<file path="src/common/imrt_pkg.sv">
`default_nettype none
package imrt_pkg;

  // ---------------------------------------------------------------
  // register map (byte addresses)
  // ---------------------------------------------------------------
  localparam logic [7:0] MASTER_CONTROL_OFS  = 8'h00;
  localparam logic [7:0] PORT_STATUS_OFS     = 8'h04;
  localparam logic [7:0] TRANSFER_BUFFER_OFS = 8'h08;
  localparam logic [7:0] BAUD_RELOAD_OFS     = 8'h0C;

  // master_control_reg fields
  localparam int CTL_START   = 0;
  localparam int CTL_RESTART = 1;
  localparam int CTL_STOP    = 2;
  localparam int CTL_RECV    = 3;
  localparam int CTL_ACKSEQ  = 4;
  localparam int CTL_ACKVAL  = 5;

  // port_status_reg fields
  localparam int STA_BF      = 0;
  localparam int STA_WRITE_COLLISION_FLAG    = 1;
  localparam int STA_OVF     = 2;
  localparam int STA_ACK_STATUS_BIT = 3;
  localparam int STA_IRQ     = 4;
  localparam int STA_BCL     = 5;
  localparam int STA_SDET    = 6;
  localparam int STA_PDET    = 7;

  // reset values
  localparam logic [7:0] BAUD_RELOAD_RST = 8'h09;
  localparam logic [7:0] CTRL_RST        = 8'h00;

  // bit counts of a byte on the wire
  localparam logic [3:0] LAST_DATA_BIT = 4'h7;
  localparam logic [3:0] ACK_BIT       = 4'h8;

  localparam logic [1:0] RESP_OKAY   = 2'h0;
  localparam logic [1:0] RESP_SLVERR = 2'h2;

  typedef enum logic [4:0] {
    ST_IDLE, ST_SB_WAIT, ST_SB_LOW,
    ST_RS_SCLLO, ST_RS_SDAHI, ST_RS_SCLHI, ST_RS_SDALO,
    ST_TX_LO, ST_TX_HI, ST_RX_LO, ST_RX_HI,
    ST_AK_LO, ST_AK_HI, ST_SP_LO, ST_SP_HI, ST_SP_SDA
  } imrt_state_t;

endpackage
`default_nettype wire

</file>
<file path="src/design/imrt_top.sv">
// Contract
// - restart: pull SCL low, then start counting
// - release SDA one period, then SCL
// - both high one period, SDA low period
// - restart end: clear request, SDA stays low
// - start flag at once, irq after timeout
// - restart ignored while port is busy
// - restart collision: SDA low or early SCL
// - buffer write sets full, starts shifting
// - bit after SCL falls, low/high periods
// - eighth fall: clear full, release SDA
// - ninth clock acknowledge into ack status
// - after ninth clock: irq, hold SCL low
// - busy buffer write: collision flag, dropped
// - receive request ignored unless idle
// - receive toggles SCL per rollover, shifts
// - receive end: copy, full, irq, idle
// - reading buffer clears full flag
// - overflow when byte lands on full buffer
// - buffer write while receiving: collision
// - stop or restart completion raises irq
// - counter loads from baud reload low byte
// - counter reloads until SCL really high
// - collision sets flag, port goes idle
`timescale 1ns/1ps
`default_nettype none
module imrt_top
  import imrt_pkg::*;
(
  input  wire logic        mclk,          // system clock
  input  wire logic        resetn,        // async reset, active low
  input  wire logic [7:0]  s_axi_awaddr,  // write address
  input  wire logic        s_axi_awvalid, // write address valid
  output logic             s_axi_awready, // write address ready
  input  wire logic [31:0] s_axi_wdata,   // write data
  input  wire logic [3:0]  s_axi_wstrb,   // write strobes
  input  wire logic        s_axi_wvalid,  // write data valid
  output logic             s_axi_wready,  // write data ready
  output logic [1:0]       s_axi_bresp,   // write response
  output logic             s_axi_bvalid,  // write response valid
  input  wire logic        s_axi_bready,  // write response ready
  input  wire logic [7:0]  s_axi_araddr,  // read address
  input  wire logic        s_axi_arvalid, // read address valid
  output logic             s_axi_arready, // read address ready
  output logic [31:0]      s_axi_rdata,   // read data
  output logic [1:0]       s_axi_rresp,   // read response
  output logic             s_axi_rvalid,  // read data valid
  input  wire logic        s_axi_rready,  // read data ready
  input  wire logic        scl_i,         // SCL line level
  output logic             scl_o,         // SCL drive value
  output logic             scl_oe,        // SCL driven low
  input  wire logic        sda_i,         // SDA line level
  output logic             sda_o,         // SDA drive value
  output logic             sda_oe         // SDA driven low
);

  // ---------------------------------------------------------------
  // reset and pin synchronisers
  // ---------------------------------------------------------------
  logic       rst_meta_ff, rst_n_ff;
  logic [1:0] scl_sync_ff, sda_sync_ff;
  logic       scl_s, sda_s, scl_d_ff, sda_d_ff;

  always_ff @(posedge mclk or negedge resetn) begin
    if (!resetn) begin
      rst_meta_ff <= 1'b0;
      rst_n_ff    <= 1'b0;
    end else begin
      rst_meta_ff <= 1'b1;
      rst_n_ff    <= rst_meta_ff;
    end
  end

  always_ff @(posedge mclk or negedge rst_n_ff) begin
    if (!rst_n_ff) begin
      scl_sync_ff <= 2'h3;
      sda_sync_ff <= 2'h3;
      scl_d_ff    <= 1'b1;
      sda_d_ff    <= 1'b1;
    end else begin
      scl_sync_ff <= {scl_sync_ff[0], scl_i};
      sda_sync_ff <= {sda_sync_ff[0], sda_i};
      scl_d_ff    <= scl_s;
      sda_d_ff    <= sda_s;
    end
  end
  assign scl_s = scl_sync_ff[1];
  assign sda_s = sda_sync_ff[1];

  // ---------------------------------------------------------------
  // AXI4-Lite slave
  // ---------------------------------------------------------------
  logic        aw_held_ff, w_held_ff, bvalid_ff, rvalid_ff;
  logic [7:0]  awaddr_ff;
  logic [31:0] wdata_ff, rdata_ff;
  logic [1:0]  bresp_ff, rresp_ff;
  logic        wr_fire_ff, rd_buf_ff, ack_value_ff;
  logic [7:0]  wr_addr_ff, wr_data_ff, baud_ff;
  logic        wr_fire, ar_fire;

  imrt_state_t state_ff;
  logic [7:0]  buf_ff, shreg_ff, cnt_ff;
  logic [7:0]  status;
  logic [7:0]  ctrl_rd;

  function automatic logic mapped(input logic [7:0] a);
    mapped = (a == MASTER_CONTROL_OFS) || (a == PORT_STATUS_OFS) ||
             (a == TRANSFER_BUFFER_OFS) || (a == BAUD_RELOAD_OFS);
  endfunction

  assign s_axi_awready = !aw_held_ff && !bvalid_ff;
  assign s_axi_wready  = !w_held_ff && !bvalid_ff;
  assign s_axi_arready = !rvalid_ff;
  assign s_axi_bvalid  = bvalid_ff;
  assign s_axi_bresp   = bresp_ff;
  assign s_axi_rvalid  = rvalid_ff;
  assign s_axi_rdata   = rdata_ff;
  assign s_axi_rresp   = rresp_ff;
  assign wr_fire = aw_held_ff && w_held_ff && !bvalid_ff;
  assign ar_fire = s_axi_arvalid && !rvalid_ff;

  always_ff @(posedge mclk or negedge rst_n_ff) begin
    if (!rst_n_ff) begin
      aw_held_ff   <= 1'b0;
      w_held_ff    <= 1'b0;
      bvalid_ff    <= 1'b0;
      awaddr_ff    <= 8'h00;
      wdata_ff     <= 32'h0000_0000;
      bresp_ff     <= RESP_OKAY;
      wr_fire_ff   <= 1'b0;
      wr_addr_ff   <= 8'h00;
      wr_data_ff   <= 8'h00;
      baud_ff      <= BAUD_RELOAD_RST;
      ack_value_ff <= 1'b0;
    end else begin
      wr_fire_ff <= 1'b0;
      if (s_axi_awvalid && s_axi_awready) begin
        aw_held_ff <= 1'b1;
        awaddr_ff  <= {s_axi_awaddr[7:2], 2'h0};
      end
      if (s_axi_wvalid && s_axi_wready) begin
        w_held_ff <= 1'b1;
        wdata_ff  <= s_axi_wdata;
      end
      if (wr_fire) begin
        aw_held_ff <= 1'b0;
        w_held_ff  <= 1'b0;
        bvalid_ff  <= 1'b1;
        bresp_ff   <= mapped(awaddr_ff) ? RESP_OKAY : RESP_SLVERR;
        if (mapped(awaddr_ff) && s_axi_wstrb[0]) begin
          wr_fire_ff <= 1'b1;
          wr_addr_ff <= awaddr_ff;
          wr_data_ff <= wdata_ff[7:0];
          if (awaddr_ff == BAUD_RELOAD_OFS)
            baud_ff <= wdata_ff[7:0];
          if (awaddr_ff == MASTER_CONTROL_OFS)
            ack_value_ff <= wdata_ff[CTL_ACKVAL];
        end
      end else if (bvalid_ff && s_axi_bready) begin
        bvalid_ff <= 1'b0;
      end
    end
  end

  always_ff @(posedge mclk or negedge rst_n_ff) begin
    if (!rst_n_ff) begin
      rvalid_ff <= 1'b0;
      rdata_ff  <= 32'h0000_0000;
      rresp_ff  <= RESP_OKAY;
      rd_buf_ff <= 1'b0;
    end else begin
      rd_buf_ff <= 1'b0;
      if (ar_fire) begin
        rvalid_ff <= 1'b1;
        rresp_ff  <= mapped(s_axi_araddr) ? RESP_OKAY : RESP_SLVERR;
        rdata_ff  <= 32'h0000_0000;
        case ({s_axi_araddr[7:2], 2'h0})
          MASTER_CONTROL_OFS:  rdata_ff[7:0] <= ctrl_rd;
          PORT_STATUS_OFS:     rdata_ff[7:0] <= status;
          TRANSFER_BUFFER_OFS: begin
            rdata_ff[7:0] <= buf_ff;
            rd_buf_ff     <= 1'b1;
          end
          BAUD_RELOAD_OFS:     rdata_ff[7:0] <= baud_ff;
          default:             rdata_ff <= 32'h0000_0000;
        endcase
      end else if (rvalid_ff && s_axi_rready) begin
        rvalid_ff <= 1'b0;
      end
    end
  end

  // ---------------------------------------------------------------
  // master sequencer
  // ---------------------------------------------------------------
  logic       scl_low_ff, sda_low_ff, scl_seen_ff;
  logic [3:0] bit_ff;
  logic       ev_irq_ff, ev_bcl_ff, ev_write_collision_flag_ff, ev_bfset_ff, ev_bfclr_ff;
  logic       ev_ack_ff, ev_ackval_ff, ev_rx_ff;
  logic       idle, tick, cmd_wr, buf_wr, hi_wait;

  // requests read back from the sequencer, so they self-clear
  assign idle    = (state_ff == ST_IDLE);
  assign tick    = (cnt_ff == 8'h00);
  assign cmd_wr  = wr_fire_ff && (wr_addr_ff == MASTER_CONTROL_OFS);
  assign buf_wr  = wr_fire_ff && (wr_addr_ff == TRANSFER_BUFFER_OFS);
  assign hi_wait = !scl_low_ff && !scl_s &&
                   (state_ff == ST_TX_HI || state_ff == ST_RX_HI ||
                    state_ff == ST_AK_HI || state_ff == ST_SP_HI ||
                    state_ff == ST_RS_SCLHI);
  assign ctrl_rd = {2'h0, ack_value_ff,
                    state_ff == ST_AK_LO || state_ff == ST_AK_HI,
                    state_ff == ST_RX_LO || state_ff == ST_RX_HI,
                    state_ff == ST_SP_LO || state_ff == ST_SP_HI ||
                    state_ff == ST_SP_SDA,
                    state_ff == ST_RS_SCLLO || state_ff == ST_RS_SDAHI ||
                    state_ff == ST_RS_SCLHI || state_ff == ST_RS_SDALO,
                    state_ff == ST_SB_WAIT || state_ff == ST_SB_LOW};

  always_ff @(posedge mclk or negedge rst_n_ff) begin
    if (!rst_n_ff) begin
      state_ff <= ST_IDLE;
      cnt_ff <= 8'h00;
      scl_low_ff <= 1'b0;
      sda_low_ff <= 1'b0;
      scl_seen_ff <= 1'b0;
      bit_ff <= 4'h0;
      shreg_ff <= 8'h00;
      buf_ff <= 8'h00;
      {ev_irq_ff, ev_bcl_ff, ev_write_collision_flag_ff, ev_bfset_ff} <= 4'h0;
      {ev_bfclr_ff, ev_ack_ff, ev_ackval_ff, ev_rx_ff} <= 4'h0;
    end else begin
      {ev_irq_ff, ev_bcl_ff, ev_write_collision_flag_ff, ev_bfset_ff} <= 4'h0;
      {ev_bfclr_ff, ev_ack_ff, ev_ackval_ff, ev_rx_ff} <= 4'h0;
      if (!idle && !tick)
        cnt_ff <= cnt_ff - 8'h01;
      if (hi_wait)
        cnt_ff <= baud_ff;
      if (buf_wr && !idle)
        ev_write_collision_flag_ff <= 1'b1;
      case (state_ff)
        ST_IDLE: begin
          cnt_ff <= baud_ff;
          scl_seen_ff <= 1'b0;
          if (cmd_wr && wr_data_ff[CTL_START]) begin
            if (!(scl_s && sda_s)) begin
              ev_bcl_ff <= 1'b1;
            end else begin
              scl_low_ff <= 1'b0;
              sda_low_ff <= 1'b0;
              state_ff <= ST_SB_WAIT;
            end
          end else if (cmd_wr && wr_data_ff[CTL_RESTART]) begin
            scl_low_ff <= 1'b1;
            state_ff <= ST_RS_SCLLO;
          end else if (cmd_wr && wr_data_ff[CTL_STOP]) begin
            sda_low_ff <= 1'b1;
            state_ff <= ST_SP_LO;
          end else if (cmd_wr && wr_data_ff[CTL_RECV]) begin
            scl_low_ff <= 1'b1;
            sda_low_ff <= 1'b0;
            bit_ff <= 4'h0;
            state_ff <= ST_RX_LO;
          end else if (cmd_wr && wr_data_ff[CTL_ACKSEQ]) begin
            scl_low_ff <= 1'b1;
            sda_low_ff <= !ack_value_ff;
            state_ff <= ST_AK_LO;
          end else if (buf_wr) begin
            buf_ff <= wr_data_ff;
            shreg_ff <= {wr_data_ff[6:0], 1'b0};
            ev_bfset_ff <= 1'b1;
            scl_low_ff <= 1'b1;
            sda_low_ff <= !wr_data_ff[7];
            bit_ff <= 4'h0;
            state_ff <= ST_TX_LO;
          end
        end
        ST_SB_WAIT: begin
          if (!scl_s || !sda_s) begin
            ev_bcl_ff <= 1'b1;
          end else if (tick) begin
            sda_low_ff <= 1'b1;
            cnt_ff <= baud_ff;
            state_ff <= ST_SB_LOW;
          end
        end
        ST_SB_LOW: begin
          if (tick) begin
            scl_low_ff <= 1'b1;
            ev_irq_ff <= 1'b1;
            state_ff <= ST_IDLE;
          end
        end
        ST_RS_SCLLO: begin
          cnt_ff <= baud_ff;
          if (!scl_s) begin
            sda_low_ff <= 1'b0;
            state_ff <= ST_RS_SDAHI;
          end
        end
        ST_RS_SDAHI: begin
          if (tick) begin
            if (sda_s) begin
              scl_low_ff <= 1'b0;
              cnt_ff <= baud_ff;
              state_ff <= ST_RS_SCLHI;
            end else begin
              ev_bcl_ff <= 1'b1;
            end
          end
        end
        ST_RS_SCLHI: begin
          if (scl_s)
            scl_seen_ff <= 1'b1;
          if ((scl_s && !sda_s) || (scl_seen_ff && !scl_s)) begin
            ev_bcl_ff <= 1'b1;
          end else if (scl_s && tick) begin
            sda_low_ff <= 1'b1;
            cnt_ff <= baud_ff;
            state_ff <= ST_RS_SDALO;
          end
        end
        ST_RS_SDALO: begin
          if (!scl_s) begin
            ev_bcl_ff <= 1'b1;
          end else if (tick) begin
            scl_low_ff <= 1'b1;
            ev_irq_ff <= 1'b1;
            state_ff <= ST_IDLE;
          end
        end
        ST_TX_LO, ST_RX_LO, ST_AK_LO: begin
          if (tick) begin
            scl_low_ff <= 1'b0;
            cnt_ff <= baud_ff;
            state_ff <= (state_ff == ST_TX_LO) ? ST_TX_HI :
                        (state_ff == ST_RX_LO) ? ST_RX_HI : ST_AK_HI;
          end
        end
        ST_TX_HI: begin
          if (scl_s && !sda_low_ff && !sda_s && bit_ff != ACK_BIT) begin
            ev_bcl_ff <= 1'b1;
          end else if (scl_s && tick) begin
            scl_low_ff <= 1'b1;
            cnt_ff <= baud_ff;
            if (bit_ff == ACK_BIT) begin
              ev_ack_ff <= 1'b1;
              ev_ackval_ff <= sda_s;
              ev_irq_ff <= 1'b1;
              state_ff <= ST_IDLE;
            end else begin
              bit_ff <= bit_ff + 4'h1;
              state_ff <= ST_TX_LO;
              if (bit_ff == LAST_DATA_BIT) begin
                sda_low_ff <= 1'b0;
                ev_bfclr_ff <= 1'b1;
              end else begin
                sda_low_ff <= !shreg_ff[7];
                shreg_ff <= {shreg_ff[6:0], 1'b0};
              end
            end
          end
        end
        ST_RX_HI: begin
          if (scl_s && tick) begin
            scl_low_ff <= 1'b1;
            cnt_ff <= baud_ff;
            shreg_ff <= {shreg_ff[6:0], sda_s};
            bit_ff <= bit_ff + 4'h1;
            state_ff <= ST_RX_LO;
            if (bit_ff == LAST_DATA_BIT) begin
              buf_ff <= {shreg_ff[6:0], sda_s};
              ev_rx_ff <= 1'b1;
              ev_irq_ff <= 1'b1;
              state_ff <= ST_IDLE;
            end
          end
        end
        ST_AK_HI: begin
          if (scl_s && tick) begin
            scl_low_ff <= 1'b1;
            ev_irq_ff <= 1'b1;
            state_ff <= ST_IDLE;
          end
        end
        ST_SP_LO: begin
          if (sda_s)
            cnt_ff <= baud_ff;
          else if (tick) begin
            scl_low_ff <= 1'b0;
            cnt_ff <= baud_ff;
            state_ff <= ST_SP_HI;
          end
        end
        ST_SP_HI: begin
          if (scl_s && tick) begin
            sda_low_ff <= 1'b0;
            cnt_ff <= baud_ff;
            state_ff <= ST_SP_SDA;
          end
        end
        ST_SP_SDA: begin
          if (!sda_s)
            cnt_ff <= baud_ff;
          else if (tick) begin
            ev_irq_ff <= 1'b1;
            state_ff <= ST_IDLE;
          end
        end
        default: state_ff <= ST_IDLE;
      endcase
      // a lost arbitration releases both lines and abandons the sequence
      if (ev_bcl_ff) begin
        scl_low_ff <= 1'b0;
        sda_low_ff <= 1'b0;
        state_ff <= ST_IDLE;
      end
    end
  end

  assign scl_o  = 1'b0;
  assign sda_o  = 1'b0;
  assign scl_oe = scl_low_ff;
  assign sda_oe = sda_low_ff;

  // ---------------------------------------------------------------
  // status flags, set wins over software clear
  // ---------------------------------------------------------------
  logic bf_ff, write_collision_flag_ff, ovf_ff, ackst_ff, irq_ff, bcl_ff, sdet_ff, pdet_ff;
  logic sta_wr;
  logic [7:0] w1c;

  assign sta_wr = wr_fire_ff && (wr_addr_ff == PORT_STATUS_OFS);
  assign w1c    = sta_wr ? wr_data_ff : 8'h00;
  assign status = {pdet_ff, sdet_ff, bcl_ff, irq_ff,
                   ackst_ff, ovf_ff, write_collision_flag_ff, bf_ff};

  always_ff @(posedge mclk or negedge rst_n_ff) begin
    if (!rst_n_ff) begin
      bf_ff <= 1'b0;
      write_collision_flag_ff <= 1'b0;
      ovf_ff <= 1'b0;
      ackst_ff <= 1'b0;
      irq_ff <= 1'b0;
      bcl_ff <= 1'b0;
      sdet_ff <= 1'b0;
      pdet_ff <= 1'b0;
    end else begin
      if (ev_bfset_ff || ev_rx_ff)
        bf_ff <= 1'b1;
      else if (ev_bfclr_ff || rd_buf_ff || ev_bcl_ff)
        bf_ff <= 1'b0;
      if (ev_rx_ff && bf_ff)
        ovf_ff <= 1'b1;
      else if (w1c[STA_OVF])
        ovf_ff <= 1'b0;
      if (ev_write_collision_flag_ff)
        write_collision_flag_ff <= 1'b1;
      else if (w1c[STA_WRITE_COLLISION_FLAG])
        write_collision_flag_ff <= 1'b0;
      if (ev_ack_ff)
        ackst_ff <= ev_ackval_ff;
      if (ev_irq_ff)
        irq_ff <= 1'b1;
      else if (w1c[STA_IRQ])
        irq_ff <= 1'b0;
      if (ev_bcl_ff)
        bcl_ff <= 1'b1;
      else if (w1c[STA_BCL])
        bcl_ff <= 1'b0;
      if (scl_s && scl_d_ff && sda_d_ff && !sda_s) begin
        sdet_ff <= 1'b1;
        pdet_ff <= 1'b0;
      end else if (scl_s && scl_d_ff && !sda_d_ff && sda_s) begin
        pdet_ff <= 1'b1;
        sdet_ff <= 1'b0;
      end
    end
  end

  // ---------------------------------------------------------------
  // checks
  // ---------------------------------------------------------------
  a_restart_scl_low: assert property (@(posedge mclk) disable iff (!rst_n_ff)
    state_ff == ST_RS_SCLLO |-> scl_oe)
    else $error("restart does not pull SCL low");
  a_restart_busy: assert property (@(posedge mclk) disable iff (!rst_n_ff)
    (cmd_wr && !idle && state_ff != ST_RS_SCLLO) |=> state_ff != ST_RS_SCLLO)
    else $error("restart accepted while busy");
  a_restart_end: assert property (@(posedge mclk) disable iff (!rst_n_ff)
    (state_ff == ST_RS_SDALO && tick && scl_s && !ev_bcl_ff) |=>
      (idle && scl_oe && sda_oe && ev_irq_ff))
    else $error("restart end state wrong");
  a_write_collision_flag_busy: assert property (@(posedge mclk) disable iff (!rst_n_ff)
    (buf_wr && !idle) |-> ##2 write_collision_flag_ff)
    else $error("busy buffer write not flagged");
  a_bf_on_write: assert property (@(posedge mclk) disable iff (!rst_n_ff)
    (buf_wr && idle && !cmd_wr && !ev_bcl_ff) |=> state_ff == ST_TX_LO ##1 bf_ff)
    else $error("buffer write did not start transmit");
  a_stretch_hold: assert property (@(posedge mclk) disable iff (!rst_n_ff)
    (hi_wait && !ev_bcl_ff) |=> (cnt_ff == $past(baud_ff) &&
                                 state_ff == $past(state_ff)))
    else $error("counter ran while SCL held low");
  a_rx_done_idle: assert property (@(posedge mclk) disable iff (!rst_n_ff)
    ev_rx_ff |-> (idle && scl_oe && buf_ff == shreg_ff) ##1 (bf_ff && irq_ff))
    else $error("receive completion wrong");
  a_ovf_set: assert property (@(posedge mclk) disable iff (!rst_n_ff)
    (ev_rx_ff && bf_ff) |=> ovf_ff)
    else $error("overflow not flagged");
  a_ack_capture: assert property (@(posedge mclk) disable iff (!rst_n_ff)
    ev_ack_ff |=> ackst_ff == $past(ev_ackval_ff))
    else $error("ack status not recorded");
  a_bcl_idle: assert property (@(posedge mclk) disable iff (!rst_n_ff)
    ev_bcl_ff |=> (idle && !scl_oe && !sda_oe && bcl_ff))
    else $error("collision did not idle the port");

endmodule
`default_nettype wire

</file>
<file path="config.mk">
export PLATFORM = sky130hd
export DESIGN_NAME = imrt_top
export DESIGN_NICKNAME = d
export VERILOG_FILES = /design/src/common/imrt_pkg.sv /design/src/design/imrt_top.sv
export SDC_FILE = /design/constraint.sdc
export NUM_CORES = 1
export LEC_CHECK = 0
export BUFFER_PORTS_ARGS = -buffer_cell sky130_fd_sc_hd__buf_2
export CAP_MARGIN = 0
export CORE_MARGIN = 5
export CORE_UTILIZATION = 55
export DETAILED_ROUTE_END_ITERATION = 6
export PLACE_DENSITY = 0.78
export SKIP_LAST_GASP = 1
export SYNTH_ARGS = -nofsm -noshare
export SYNTH_HDL_FRONTEND = slang
export SYNTH_SLANG_ARGS = --single-unit
</file>
<file path="constraint.sdc">
create_clock -name mclk -period 4.4 [get_ports mclk]
set_input_delay 0.88 -clock mclk [delete_from_list [all_inputs] [get_ports mclk]]
set_output_delay 0.88 -clock mclk [all_outputs]
set_load 0.03 [all_outputs]
</file>
; Word-level counts from Yosys, hierarchy flattened
; Cells that the tools add are included.
[word_totals]
elab_cells = 401
register_bits = 115
output_inout_bits = 45
in_bits = 61
[op_classes]
eq_ne = 68
n_addsub = 2
reduce_logical = 107
n_mux = 179
[ops]
columns = op, count
row1 = 2-to-1 mux 8 bit, 30
row2 = 2-to-1 mux 5 bit, 26
row3 = 2-to-1 mux 1 bit, 95
row4 = one-hot mux 8 bit (9 select lines), 1
row5 = one-hot mux 5 bit (14 select lines), 1
row6 = 2-to-1 mux 4 bit, 11
row7 = != test 3 bit (second input constant), 14
row8 = == test 5 x 4 -> 1 bit (second input constant), 8
row9 = logical AND 1 bit, 35
row10 = zero test 8 bit, 4
row11 = one-hot mux 8 bit (4 select lines), 1
row12 = == test 6 x 2 -> 1 bit (second input constant), 5
row13 = one-hot mux 8 bit (3 select lines), 1
row14 = nonzero test 2 bit, 12
row15 = logical OR 1 bit, 23
row16 = == test 5 x 3 -> 1 bit (second input constant), 4
row17 = AND reduction 19 bit, 1
row18 = == test 6 x 1 -> 1 bit (second input constant), 3
row19 = != test 2 bit (second input constant), 9
row20 = one-hot mux 1 bit (6 select lines), 3
row21 = AND reduction 9 bit, 2
row22 = == test 8 x 4 -> 1 bit (second input constant), 2
row23 = one-hot mux 8 bit (2 select lines), 1
row24 = != test 3 x 2 -> 1 bit (second input constant), 5
row25 = 33 further kinds, 59

; Depth between registers and ports, before layout
; Gate-level depths: netlist of run 1.
[depth]
word_depth = 10
depth_mapped = 9
ltp_nobuf = 8

; Least setup slack after synthesis of run 1
; OpenSTA, ideal clock, no wires.
[synth_path]
path_kind = reg-to-reg
startpoint = register cnt_ff[0]
endpoint = register state_ff[0]
period_less_slack_ns = 2.290
setup_time_ns = 0.121
path_buffers = 1
path_stages_with_launch = 10
arrival_time_ns = 2.169
required_time_ns = 4.279
path_slack_ns = 2.110
path_cell_list = dfrtp_1 > inv_1 > ha_1 > nor3b_2 > nand2_1 > clkbuf_1 > nand2_1 > nand3_1 > o21ba_1 > a22o_1
[synth_between]
elab_chain_len = 5
elab_cells_between_ends = 17
classes_between = eq/ne (9) / mux (5) / reduce/logical (3)
[synth_lines]
columns = element, line
row1 = from (decl), imrt_top.sv:102  ; logic [7:0] buf_ff, shreg_ff, cnt_ff;
row2 = from (signal assigned), imrt_top.sv:236  ; cnt_ff <= cnt_ff - 8'h01;
row3 = from (signal assigned), imrt_top.sv:238  ; cnt_ff <= baud_ff;
row4 = from (signal assigned), imrt_top.sv:243  ; cnt_ff <= baud_ff;
row5 = zero test 8 bit *, imrt_top.sv:204  ; assign tick = (cnt_ff == 8'h00);
row6 = 2-to-1 mux 5 bit, n/a
row7 = 2-to-1 mux 5 bit (on tied branches), n/a
row8 = one-hot mux 5 bit (14 select lines), n/a
row9 = 2-to-1 mux 5 bit, n/a
row10 = to (signal assigned), imrt_top.sv:336  ; state_ff <= (state_ff == ST_TX_LO) ? ST_TX_HI :
row11 = to (decl), imrt_top.sv:101  ; imrt_state_t state_ff;
; Mark *: on every way between the ends. The rest lies on a longest branch, timed or not. The select of a mux whose other input is x is not followed.
; A chain may end at the register's enable or synchronous reset.

; Worst setup path in the final report of run 1
[layout_path]
startpoint = register cnt_ff[0]
endpoint = register cnt_ff[5]
[layout_between]
elab_chain_len = 8
elab_cells_between_ends = 17
classes_between = add/sub (1) / mux (12) / reduce/logical (4)
[layout_lines]
columns = element, line
row1 = branches (longest 7 deep; another with subtractor 8 x 1 -> 8 bit), n/a
row2 = one-hot mux 8 bit (9 select lines) *, imrt_top.sv:241  ; case (state_ff)
; Every way passes the cells marked *.

==> key figures, run 1 <==
Global route
  – Number of antenna violations at the first check in global routing: 0
  – First-pass GRT wire length: 28.1 mm
  – Total track usage: 0.241
  – GRT overflow: 0
  – Largest net degree at the start of global routing: 76
  – Vias in the first global route: 5446

Clock network
  – Post-CTS Setup Bufs: 0
  – CTS tree: built
  – Resize count post-CTS: 0
  – Clk buf depth: 2
  – Clock sinks: 112
  – Skew-Pair Late Insertion Delay: 360 ps
  – Clock transition at the registers of the reported paths: 80 ps
  – # hold bufs at CTS: 0
  – CTS Buf Count: 9
  – CTS H-tree lvls: 3
  – Root buffer cell: clkbuf_16

Finish
  – Nets: 806
  – N_diodes: 0
  – Fillers: 1014
  – Layout cell share with drive strength beyond 1: 0.201
  – Non-Filler Instances: 914
  – Area delta synth->final: 7.59%
  – Post-route cell area: 7290 um^2

Synth
  – Cells after synthesis: 717
  – Synth area leaders: dfrtp_1 38%, mux2_2 6.5%, nand2_1 4.5%
  – Area share of the largest cell type after synthesis: 0.384
  – Synth area leader: dfrtp_1
  – Seq/Total Area, Yosys: 0.415
  – Ys Warns: 0
  – Most used DFF post-synth: dfrtp_1
  – Register bit total from synthesis: 112
  – Post-Synthesis Cell Area: 6770 um^2
  – Cell variety after synth: 89
  – Post-synth EDFFs: 0
  – Syn_area_per_cell: 9.45 um^2
  – Synth async-reset ratio: 1.00

Worst setup path
  – Worst path required time: 4650 ps
  – Worst Setup SP: cnt_ff[0]
  – CP Data Arrival Time: 3420 ps
  – CP Capture Type: flop
  – Worst r2r path cells: 8
  – Startpoint types: flop
  – Setup CP Type: reg2reg
  – CP max FO: 15
  – Reg-to-Reg Start: cnt_ff[0]
  – Critical path's slowest cell: nor3b_2
  – CP peak stage delay: 610 ps
  – Crit-path cells: inv_1, ha_1, nor3b_2, nand2_1, a211oi_1, and3_1, o221ai_1, a32o_1

STA
  – Final max-slew violation count: 0
  – Final setup margin: 1220 ps
  – Worst Max-Slew Pin Slew: 1230 ps
  – Slew HR: 0.178
  – Clock skew: 8.63 ps
  – Final hold vios: 0
  – # setup viols final: 0
  – Unrepaired setup endpoints after global routing: no
  – Fin crit period: 3180 ps
  – Worst hold slack: 283 ps
  – Setup TNS: 0 ps
  – Final Cycle Share: 0.722
  – Fmax: 315 MHz

Power
  – Worst VDD drop: 0.399 mV
  – Static leakage: 3.24 nW
  – Pwr/cell area: 643 nW/um^2

Routing
  – Routed wire per std cell: 19.3 um
  – First-pass DRT Iterations: 5
  – DRC: 0
  – Antenna-violating nets left: 0
  – Final wirelength: 17.6 mm
  – First DRT Iteration DRCs: 676
  – DR vias: 5763
  – Routed vias/inst: 6.31

Status
  – Status: finished clean

Placement
  – DP HPWL: 12.7 mm
  – Post-place instance area: 7000 um^2
  – Placed insts: 898
  – Worst slack, placed: 1330 ps
  – Input/output buffers: 48
  – GP Congestion: 0.932

Floorplanning
  – Die Span Y: 121 um
  – Core Rows: 40
  – Die area: 14600 um^2
  – Die Width: 121 um
  – Core ar.: 12100 um^2
  – Top Ports: 106
  – Starting Density: 0.562

Hold path
  – Hold Crit Class: in2async

Job
  – Maximum Capacitance Violations: 0
## placed cells by master (no fill, tap or decap), types with 5 or more instances in the layout
master	instances
buf_4	9
a31oi_1	16
mux2_2	39
nor4_1	5
o31ai_1	5
nand2b_1	7
mux2i_1	11
conb_1	29
a22o_1	9
nor2_1	43
o22ai_1	5
o221ai_1	5
nor2b_1	9
xor2_1	5
o211ai_1	8
a21oi_1	34
o41ai_1	5
a21o_1	6
a211oi_1	6
dfstp_2	8
or3_1	5
o21ai_0	56
clkbuf_16	9
buf_2	48
nand2_1	81
nor4b_1	5
nand3_1	21
inv_1	19
and2_1	9
dfrtp_1	103
nor3_1	12
## logic make-up after synthesis
kind of cell | share of synthesized area
AND/OR/NAND/NOR | 0.205
adder cells (fa/ha/maj) | 0.00739
other | 0.00111
AO/OA/AOI/OAI | 0.196
buffers and inverters | 0.0698
XOR/XNOR | 0.00905
multiplexers | 0.0966
flip-flops | 0.415
## final timing paths
path | endpoint | slack, ps
max reg2reg | cnt_ff[5] | 1220
min reg2reg | rst_n_ff | 340
max in group asynchronous | sda_d_ff | 2860
min | rst_n_ff | 280
min in group mclk | rst_n_ff | 340
max | cnt_ff[5] | 1220
## critical path, delay by kind of cell (launching register included)
kind	cells	cell delay, ps
simple gates	3	1340
buf+inv	1	190
flops	1	430
fa+ha+maj	1	220
compound gates	3	880
## through the flow
stage	total power, mW	utilization
2_1_floorplan	3.28	-
3_3_place_gp	3.77	0.580
3_5_place_dp	3.83	0.580
4_1_cts	4.66	0.604
5_1_grt	4.96	0.604
6_report	4.69	0.604
## where the power goes
group / internal, mW / switching, mW
logic: 0.884 / 1.24
registers: 1.32 / 0.420
clock network: 0.424 / 0.398
## area by class of cell
| type | instances | area [um^2] | area share |
|---|---|---|---|
| clock buffers | 12 | 256 | 0.0352 |
| clock inverters | 4 | 36.3 | 0.00498 |
| inverters | 19 | 71.3 | 0.00979 |
| multi-input cells | 542 | 3590 | 0.493 |
| flip-flops and latches | 112 | 2820 | 0.386 |
| well taps | 168 | 210 | 0.0288 |
| repair buffers | 57 | 308 | 0.0422 |
## flip-flops by register name (all words and copies together), names as in the netlist, 2 cells and up
register	flops
bit_ff	4
shreg_ff	8
cnt_ff	8
state_ff	4
baud_ff	8
awaddr_ff	6
scl_sync_ff	2
s_axi_rdata	8
wr_data_ff	8
buf_ff	8
wdata_ff	8
sda_sync_ff	2
wr_addr_ff	6
## cell usage after synthesis (all sizes together), types with 3 or more instances
| cell | count |
|---|---|
| and3 | 5 |
| nor2 | 43 |
| a221oi | 3 |
| or4 | 4 |
| nand2 | 83 |
| a22oi | 3 |
| mux2 | 40 |
| or2 | 4 |
| a21oi | 34 |
| nor4b | 5 |
| buf | 45 |
| or4b | 3 |
| clkbuf | 26 |
| o311ai | 3 |
| a31oi | 16 |
| and3b | 3 |
| nor3 | 14 |
| xor2 | 5 |
| o22ai | 5 |
| nor2b | 9 |
| or3 | 5 |
| nor4 | 7 |
| ha | 4 |
| dfrtp | 104 |
| nand3b | 6 |
| o41ai | 5 |
| a22o | 9 |
| o21ai | 59 |
| a32o | 4 |
| o31ai | 5 |
| mux4 | 4 |
| mux2i | 11 |
| nand4 | 3 |
| nand3 | 23 |
| a311o | 3 |
| nand4b | 3 |
| nor3b | 7 |
| inv | 19 |
| a21o | 6 |
| o211ai | 8 |
| o221ai | 5 |
| and2 | 9 |
| nand2b | 7 |
| dfstp | 8 |
| a211oi | 6 |
## routing by layer
metal	vias to the layer above	global-route usage	wire, um
li1	2619	-	-
met1	2849	0.316	7120
met2	254	0.393	8570
met3	41	0.0457	1420
met4	0	0.101	488
met5	-	0	0
Power figures use the tool's default switching activity.
==> run 2, diff against run 1 <==
--- a/config.mk
+++ b/config.mk
@@ -8,9 +8,9 @@
 export BUFFER_PORTS_ARGS = -buffer_cell sky130_fd_sc_hd__buf_2
 export CAP_MARGIN = 0
 export CORE_MARGIN = 5
-export CORE_UTILIZATION = 55
+export CORE_UTILIZATION = 52
 export DETAILED_ROUTE_END_ITERATION = 6
-export PLACE_DENSITY = 0.78
+export PLACE_DENSITY = 0.77
 export SKIP_LAST_GASP = 1
 export SYNTH_ARGS = -nofsm -noshare
 export SYNTH_HDL_FRONTEND = slang
==> constraint.sdc (replaced) <==
create_clock -name mclk -period 2.7 [get_ports mclk]
set_input_delay 0.54 -clock mclk [delete_from_list [all_inputs] [get_ports mclk]]
set_output_delay 0.54 -clock mclk [all_outputs]
set_load 0.03 [all_outputs]
==> run 2 against run 1 <==
Against the previous run:
- clock-buffer cell count fell by 3
- non-clock buffer count rose by 38
- global-route usage rose by 1.6 points
- final cell count rose by 4.6%
- highest routed layer unchanged
- critical endpoint is now cnt_ff[7]
- sequential power rose by 57%
- combinational power rose by 83%
- fmax rose by 22%
- worst setup slack got worse by 1100 ps
- critical path type unchanged
==> key figures, run 2 (synthesized netlist as in run 1, its figures left out) <==
Status
  – Status: finished clean

Finish
  – Most frequent cells in the layout: 103 x dfrtp_1, 81 x nand2_1, 56 x o21ai_0
  – Non-Filler Instances: 956 (+4.6%)
  – N_diodes: 0 (unchanged)
  – Layout cell share with drive strength beyond 1: 0.240 (+0.0387)
  – Final core utilization: 0.601 (-0.00289)
  – Nets: 844 (+4.7%)
  – Post-route cell area: 7620 um^2 (+4.5%)
  – Most common cell after layout, fill and taps aside: dfrtp_1
  – Area delta synth->final: 12.5%

Worst setup path
  – CP peak stage delay: 650 ps (+40 ps)
  – CP Capture Type: flop
  – Worst path required time: 2960 ps (-1690 ps)
  – Worst Setup SP: state_ff[0]
  – CP Data Arrival Time: 2860 ps (-560 ps)
  – Reg-to-Reg Start: state_ff[0]
  – CP max FO: 15 (unchanged)
  – Setup CP Type: reg2reg
  – Crit-path cells: or3b_2, a21oi_1, o311a_1, a211oi_1, o221ai_1, a32o_1
  – Critical path's slowest cell: dfrtp_1
  – Startpoint types: flop

Routing
  – First-pass DRT Iterations: 6 (+1)
  – Final wirelength: 19.1 mm (+8.3%)
  – Routed wire per std cell: 19.9 um (+3.6%)
  – Routed vias/inst: 6.18 (-2.0%)
  – DR vias: 5905 (+2.5%)
  – Antenna-violating nets left: 0 (unchanged)
  – DRC: 0 (unchanged)
  – First DRT Iteration DRCs: 518 (-23%)

STA
  – Setup TNS: 0 ps (unchanged)
  – Clock skew: 11.0 ps (+2.36 ps)
  – Fmax: 385 MHz (+22%)
  – Final max-slew violation count: 0 (unchanged)
  – Final Cycle Share: 0.963 (+0.241)
  – Slew HR: 0.557 (+0.378)
  – Worst Max-Slew Pin Slew: 665 ps (-562 ps)
  – Fin crit period: 2600 ps (-575 ps)
  – # setup viols final: 0 (unchanged)
  – Final hold vios: 0 (unchanged)
  – Unrepaired setup endpoints after global routing: no
  – Worst hold slack: 198 ps (-84.8 ps)
  – Final setup margin: 99.8 ps (-1120 ps)

Clock network
  – Skew-Pair Late Insertion Delay: 360 ps (about the same)
  – Clock transition at the registers of the reported paths: 90 ps (about the same)
  – CTS Buf Count: 9 (unchanged)
  – CTS tree: built
  – Root buffer cell: clkbuf_16
  – Clk buf depth: 2 (unchanged)
  – Post-CTS Setup Bufs: 0 (unchanged)
  – CTS H-tree lvls: 3 (unchanged)
  – Clock sinks: 112 (unchanged)

Global route
  – First-pass GRT wire length: 30.6 mm (+8.9%)
  – GRT overflow: 0 (unchanged)
  – Total track usage: 0.257 (+0.0157)
  – Number of antenna violations at the first check in global routing: 0 (unchanged)
  – Largest net degree at the start of global routing: 95 (+25%)
  – Vias in the first global route: 5870 (+7.8%)

Floorplanning
  – Core Rows: 41 (+2.5%)
  – Die area: 15400 um^2 (+5.3%)
  – Top Ports: 106 (unchanged)
  – Core ar.: 12700 um^2 (+5.1%)
  – Starting Density: 0.535 (-0.0270)
  – Die Width: 124 um (+2.6%)
  – Die Span Y: 124 um (+2.6%)

Placement
  – GP Congestion: 1.00 (+7.7%)
  – Input/output buffers: 48 (unchanged)
  – DP HPWL: 14.4 mm (+13%)
  – Placed insts: 939 (+4.6%)
  – Worst slack, placed: 194 ps (-1140 ps)
  – Post-place instance area: 7290 um^2 (+4.2%)

Power
  – Power, Total: 8.03 mW (+71%)
  – Pwr/cell area: 1050 nW/um^2 (+64%)
  – Static leakage: 3.44 nW (+6.1%)
  – Worst VDD drop: 0.679 mV (+70%)

Job
  – Maximum Capacitance Violations: 0 (unchanged)

Hold path
  – Hold Crit Class: reg2async
==> run 2: cell count changes in the layout (fill, tap and decap cells not counted), sizes merged <==
cell,change
buf,+37
dlygate4sd3,+1
clkbuf,-3
inv,+3
==> run 2: timing repair <==
| item | CTS | global route |
|---|---|---|
| endpoints found under the hold margin | 2 | 0 |
| setup endpoints to repair | 0 | 0 |
| resized for setup | 0 | 0 |
| hold buffers | 1 | 0 |
==> run 2: worst paths after layout <==
check	to	slack (ps)	cells past startpoint
max reg2reg	cnt_ff[7]	100	6
max	cnt_ff[7]	100	6
max in group asynchronous	baud_ff[3]	1730	1
min reg2reg	state_ff[2]	200	0
min in group mclk	sda_sync_ff[0]	280	1
min	state_ff[2]	200	0
==> run 2: layer usage <==
layer  global-route usage  part of all wire  vias to the layer above
li1                     -                 -                     2702
met1                0.329              0.40                     2907
met2                0.428              0.50                      251
met3               0.0436             0.068                       45
met4                0.114             0.031                        0
met5                    0                 0                        -
==> run 2: final cells by class <==
| class | instances | area, um^2 |
|---|---|---|
| fillers | 1092 | 5050 |
| multi-input cells | 542 | 3590 |
| flip-flops and latches | 112 | 2820 |
| repair buffers | 95 | 608 |
| clock buffers | 9 | 225 |
| well taps | 172 | 215 |
| clock inverters | 7 | 93.8 |
| inverters | 19 | 71.3 |
==> run 2: power breakdown <==
part | total (mW) | internal [mW] | switching [mW]
registers | 2.74 | 2.14 | 0.604
logic | 3.89 | 1.65 | 2.24
clock network | 1.40 | 0.681 | 0.722
==> run 2: worst max-delay path: cells and delay by family (launching register included) <==
| kind | cells | cell delay, ps |
|---|---|---|
| flops | 1 | 650 |
| compound gates | 5 | 1550 |
| simple gates | 1 | 300 |
==> run 3, diff against run 2 <==
--- a/config.mk
+++ b/config.mk
@@ -5,6 +5,7 @@
 export SDC_FILE = /design/constraint.sdc
 export NUM_CORES = 1
 export LEC_CHECK = 0
+export ABC_AREA = 1
 export BUFFER_PORTS_ARGS = -buffer_cell sky130_fd_sc_hd__buf_2
 export CAP_MARGIN = 0
 export CORE_MARGIN = 5
==> run 3 against run 2 <==
Against the previous run:
- critical path depth up 9
- hold slack improved by 91 ps
- sequential cell count did not move
- via count is 9.9% higher
- non-clock buffer count down 27
- critical endpoint unchanged
- largest cell class unchanged
- largest power group unchanged
==> key figures, run 3 <==
Clock network
  – Skew-Pair Late Insertion Delay: 350 ps (about the same)
  – Root buffer cell: clkbuf_16
  – Clock sinks: 112 (unchanged)
  – Clock transition at the registers of the reported paths: 70 ps (-20 ps)
  – CTS tree: built
  – Clk buf depth: 2 (unchanged)
  – CTS Buf Count: 9 (unchanged)
  – CTS H-tree lvls: 3 (unchanged)
  – Post-CTS Setup Bufs: 0 (unchanged)

Global route
  – Vias in the first global route: 6058 (+3.2%)
  – GR Layer Usage met2: 0.369 (-0.0592)
  – GRT busiest layer: met2
  – GRT overflow: 0 (unchanged)
  – Largest net degree at the start of global routing: 51 (-46%)
  – Met1 Usage GRT: 0.334 (+0.00531)
  – Number of antenna violations at the first check in global routing: 0 (unchanged)
  – Global routing usage on met3: 0.0461 (+0.00246)
  – First-pass GRT wire length: 30.6 mm (+0.13%)
  – Total track usage: 0.241 (-0.0164)

Status
  – Status: finished clean

Power
  – Power, Total: 8.45 mW (+5.2%)
  – Worst VDD drop: 0.835 mV (+23%)
  – Cell Int Power: 4.32 mW (-3.2%)
  – Switching share of power: 0.488 (+0.0444)
  – Static leakage: 3.80 nW (+10%)
  – Clk pwr share: 0.149 (-0.026)
  – Sequential share of power: 0.316 (-0.026)
  – Pwr/cell area: 1110 nW/um^2 (+5.1%)
  – Combinational power share: 0.535 (+0.051)
  – P_sw: 4.12 mW (+16%)

Worst setup path
  – CP Data Arrival Time: 2590 ps (-270 ps)
  – Bufs and invs on worst path: 3 (+3)
  – CP max FO: 9 (-6)
  – Setup CP Type: reg2reg
  – Crit-path cells: inv_2, nand2_2, nor2_2, o21ai_2, buf_4, inv_1, nand2_1, nand2_2, nand2_1, nand2_1, nor2_1, nor2_1, nand2_1, nor2_1, nor2_1
  – Critical path's slowest cell: dfrtp_1
  – Flop2flop setup slack: 350 ps (+250 ps)
  – Cell family with most CP delay: simple AND/OR/NAND/NOR gates
  – CP Capture Type: flop
  – Worst path required time: 2940 ps (-20 ps)
  – Startpoint types: flop
  – CP peak stage delay: 500 ps (-150 ps)

Routing
  – Antenna-violating nets left: 0 (unchanged)
  – DR vias: 6488 (+9.9%)
  – Routed wire per std cell: 15.8 um (-21%)
  – Final wirelength: 18.8 mm (-1.4%)
  – First DRT Iteration DRCs: 623 (+20%)
  – First-pass DRT Iterations: 5 (-1)
  – Routed vias/inst: 5.45 (-12%)
  – DRC: 0 (unchanged)

Synth
  – Synth area leader: dfrtp_1
  – Cell variety after synth: 56 (-37%)
  – Synth async-reset ratio: 1.00 (unchanged)
  – Register bit total from synthesis: 112 (unchanged)
  – Synth cell count leaders: 240 x nand2_1, 115 x inv_1, 104 x dfrtp_1
  – Cells after synthesis: 951 (+33%)
  – Seq/Total Area, Yosys: 0.407 (-0.00849)
  – Synth area leaders: dfrtp_1 38%, nand2_1 13%, inv_1 6.2%
  – Area share of the largest cell type after synthesis: 0.376 (-0.00785)
  – Syn_area_per_cell: 7.27 um^2 (-23%)
  – Most frequent cell after synthesis: nand2_1
  – Post-synth EDFFs: 0 (unchanged)
  – Post-Synthesis Cell Area: 6920 um^2 (+2.1%)
  – Ys Warns: 0 (unchanged)
  – Most used DFF post-synth: dfrtp_1

Finish
  – Most common cell after layout, fill and taps aside: nand2_1
  – Nets: 1076 (+27%)
  – Post-route cell area: 7620 um^2 (about the same)
  – Layout cell share with drive strength beyond 1: 0.157 (-0.0831)
  – Non-Filler Instances: 1191 (+25%)
  – N_diodes: 0 (unchanged)
  – Area delta synth->final: 10.3%
  – Most frequent cells in the layout: 240 x nand2_1, 115 x inv_1, 103 x dfrtp_1

Floorplanning
  – Starting Density: 0.526 (-0.00823)
  – Die Width: 125 um (+0.95%)
  – Top Ports: 106 (unchanged)
  – Die area: 15700 um^2 (+1.9%)
  – Core ar.: 13100 um^2 (+3.7%)
  – Die Span Y: 125 um (+0.95%)
  – Core Rows: 42 (+2.4%)

STA
  – Setup TNS: 0 ps (unchanged)
  – Unrepaired setup endpoints after global routing: no
  – Worst hold slack: 289 ps (+91.4 ps)
  – Slew HR: 0.521 (-0.0357)
  – Fin crit period: 2350 ps (-247 ps)
  – Final hold vios: 0 (unchanged)
  – Worst Max-Slew Pin Slew: 713 ps (+48.1 ps)
  – Fmax: 425 MHz (+10%)
  – Final max-slew violation count: 0 (unchanged)
  – Clock skew: 6.67 ps (-4.32 ps)
  – Final Cycle Share: 0.872 (-0.0914)
  – # setup viols final: 0 (unchanged)

Placement
  – GP Congestion: 1.01 (+0.50%)
  – Input/output buffers: 48 (unchanged)
  – Post-place instance area: 7340 um^2 (+0.67%)
  – DP HPWL: 14.3 mm (-0.79%)
  – Placed insts: 1175 (+25%)

Job
  – Maximum Capacitance Violations: 0 (unchanged)

Hold path
  – Hold Crit Class: in2reg
[run 3: changes by cell type in the layout (fill, tap and decap cells not counted), sizes merged, moves of 27 or more]
cell | before | now
nand2 | 83 | 254
mux2 | 40 | 8
buf | 94 | 67
inv | 24 | 132
o21ai | 59 | 98
nand3 | 23 | 59
nor2 | 43 | 105
[run 3: power groups by stage]
stage	sequential (mW)	clock [mW]	combinational [mW]
3_5_place_dp	2.69	0	4.43
3_3_place_gp	2.67	0	4.36
6_report	2.67	1.26	4.52
5_1_grt	2.73	1.36	5.05
2_1_floorplan	2.59	0	3.41
4_1_cts	2.66	1.29	4.46
[run 3: final cells by class]
cell class              instances  area, um^2
inverters                     132         502
clock buffers                  12         246
flip-flops and latches        112        2820
multi-input cells             688        3410
repair buffers                 68         405
clock inverters                 3        28.8
well taps                     176         220
fillers                      1251        5510
[run 3: cells by family after synthesis]
family                   count (synthesis)  synth area share
buffers and inverters                  178             0.115
adder cells (fa/ha/maj)                  4           0.00724
AO/OA/AOI/OAI                          189             0.161
XOR/XNOR                                 4           0.00507
multiplexers                            12            0.0188
AND/OR/NAND/NOR                        450             0.284
other                                    2           0.00109
flip-flops                             112             0.407
[run 3: through the flow]
| stage | util | setup slack, ps |
|---|---|---|
| after global placement | 0.559 | 431 |
| after floorplan | - | 778 |
| after CTS | 0.580 | 406 |
| final | 0.580 | 347 |
| after detailed placement | 0.559 | 425 |
| after global routing | 0.580 | 155 |
[run 3: per-layer routing]
metal | routed length, um | up-vias
met4 | 668 | 0
met2 | 8490 | 304
li1 | - | 3146
met1 | 8160 | 2998
met3 | 1480 | 40
met5 | 0 | -
[run 3: repair_timing]
action	CTS	global route
resized for setup	0	0
endpoints found under the hold margin	2	0
hold buffers	1	0
[run 3: worst paths after layout]
check                             from             end  depth (start not counted)
setup / recovery           state_ff[1]       cnt_ff[7]                         15
hold / removal                   sda_i  sda_sync_ff[0]                          1
setup reg to reg           state_ff[1]       cnt_ff[7]                         15
hold reg to reg               rst_n_ff     shreg_ff[3]                          0
max in group asynchronous     rst_n_ff  scl_sync_ff[0]                          1
min in group asynchronous     rst_n_ff     shreg_ff[3]                          0
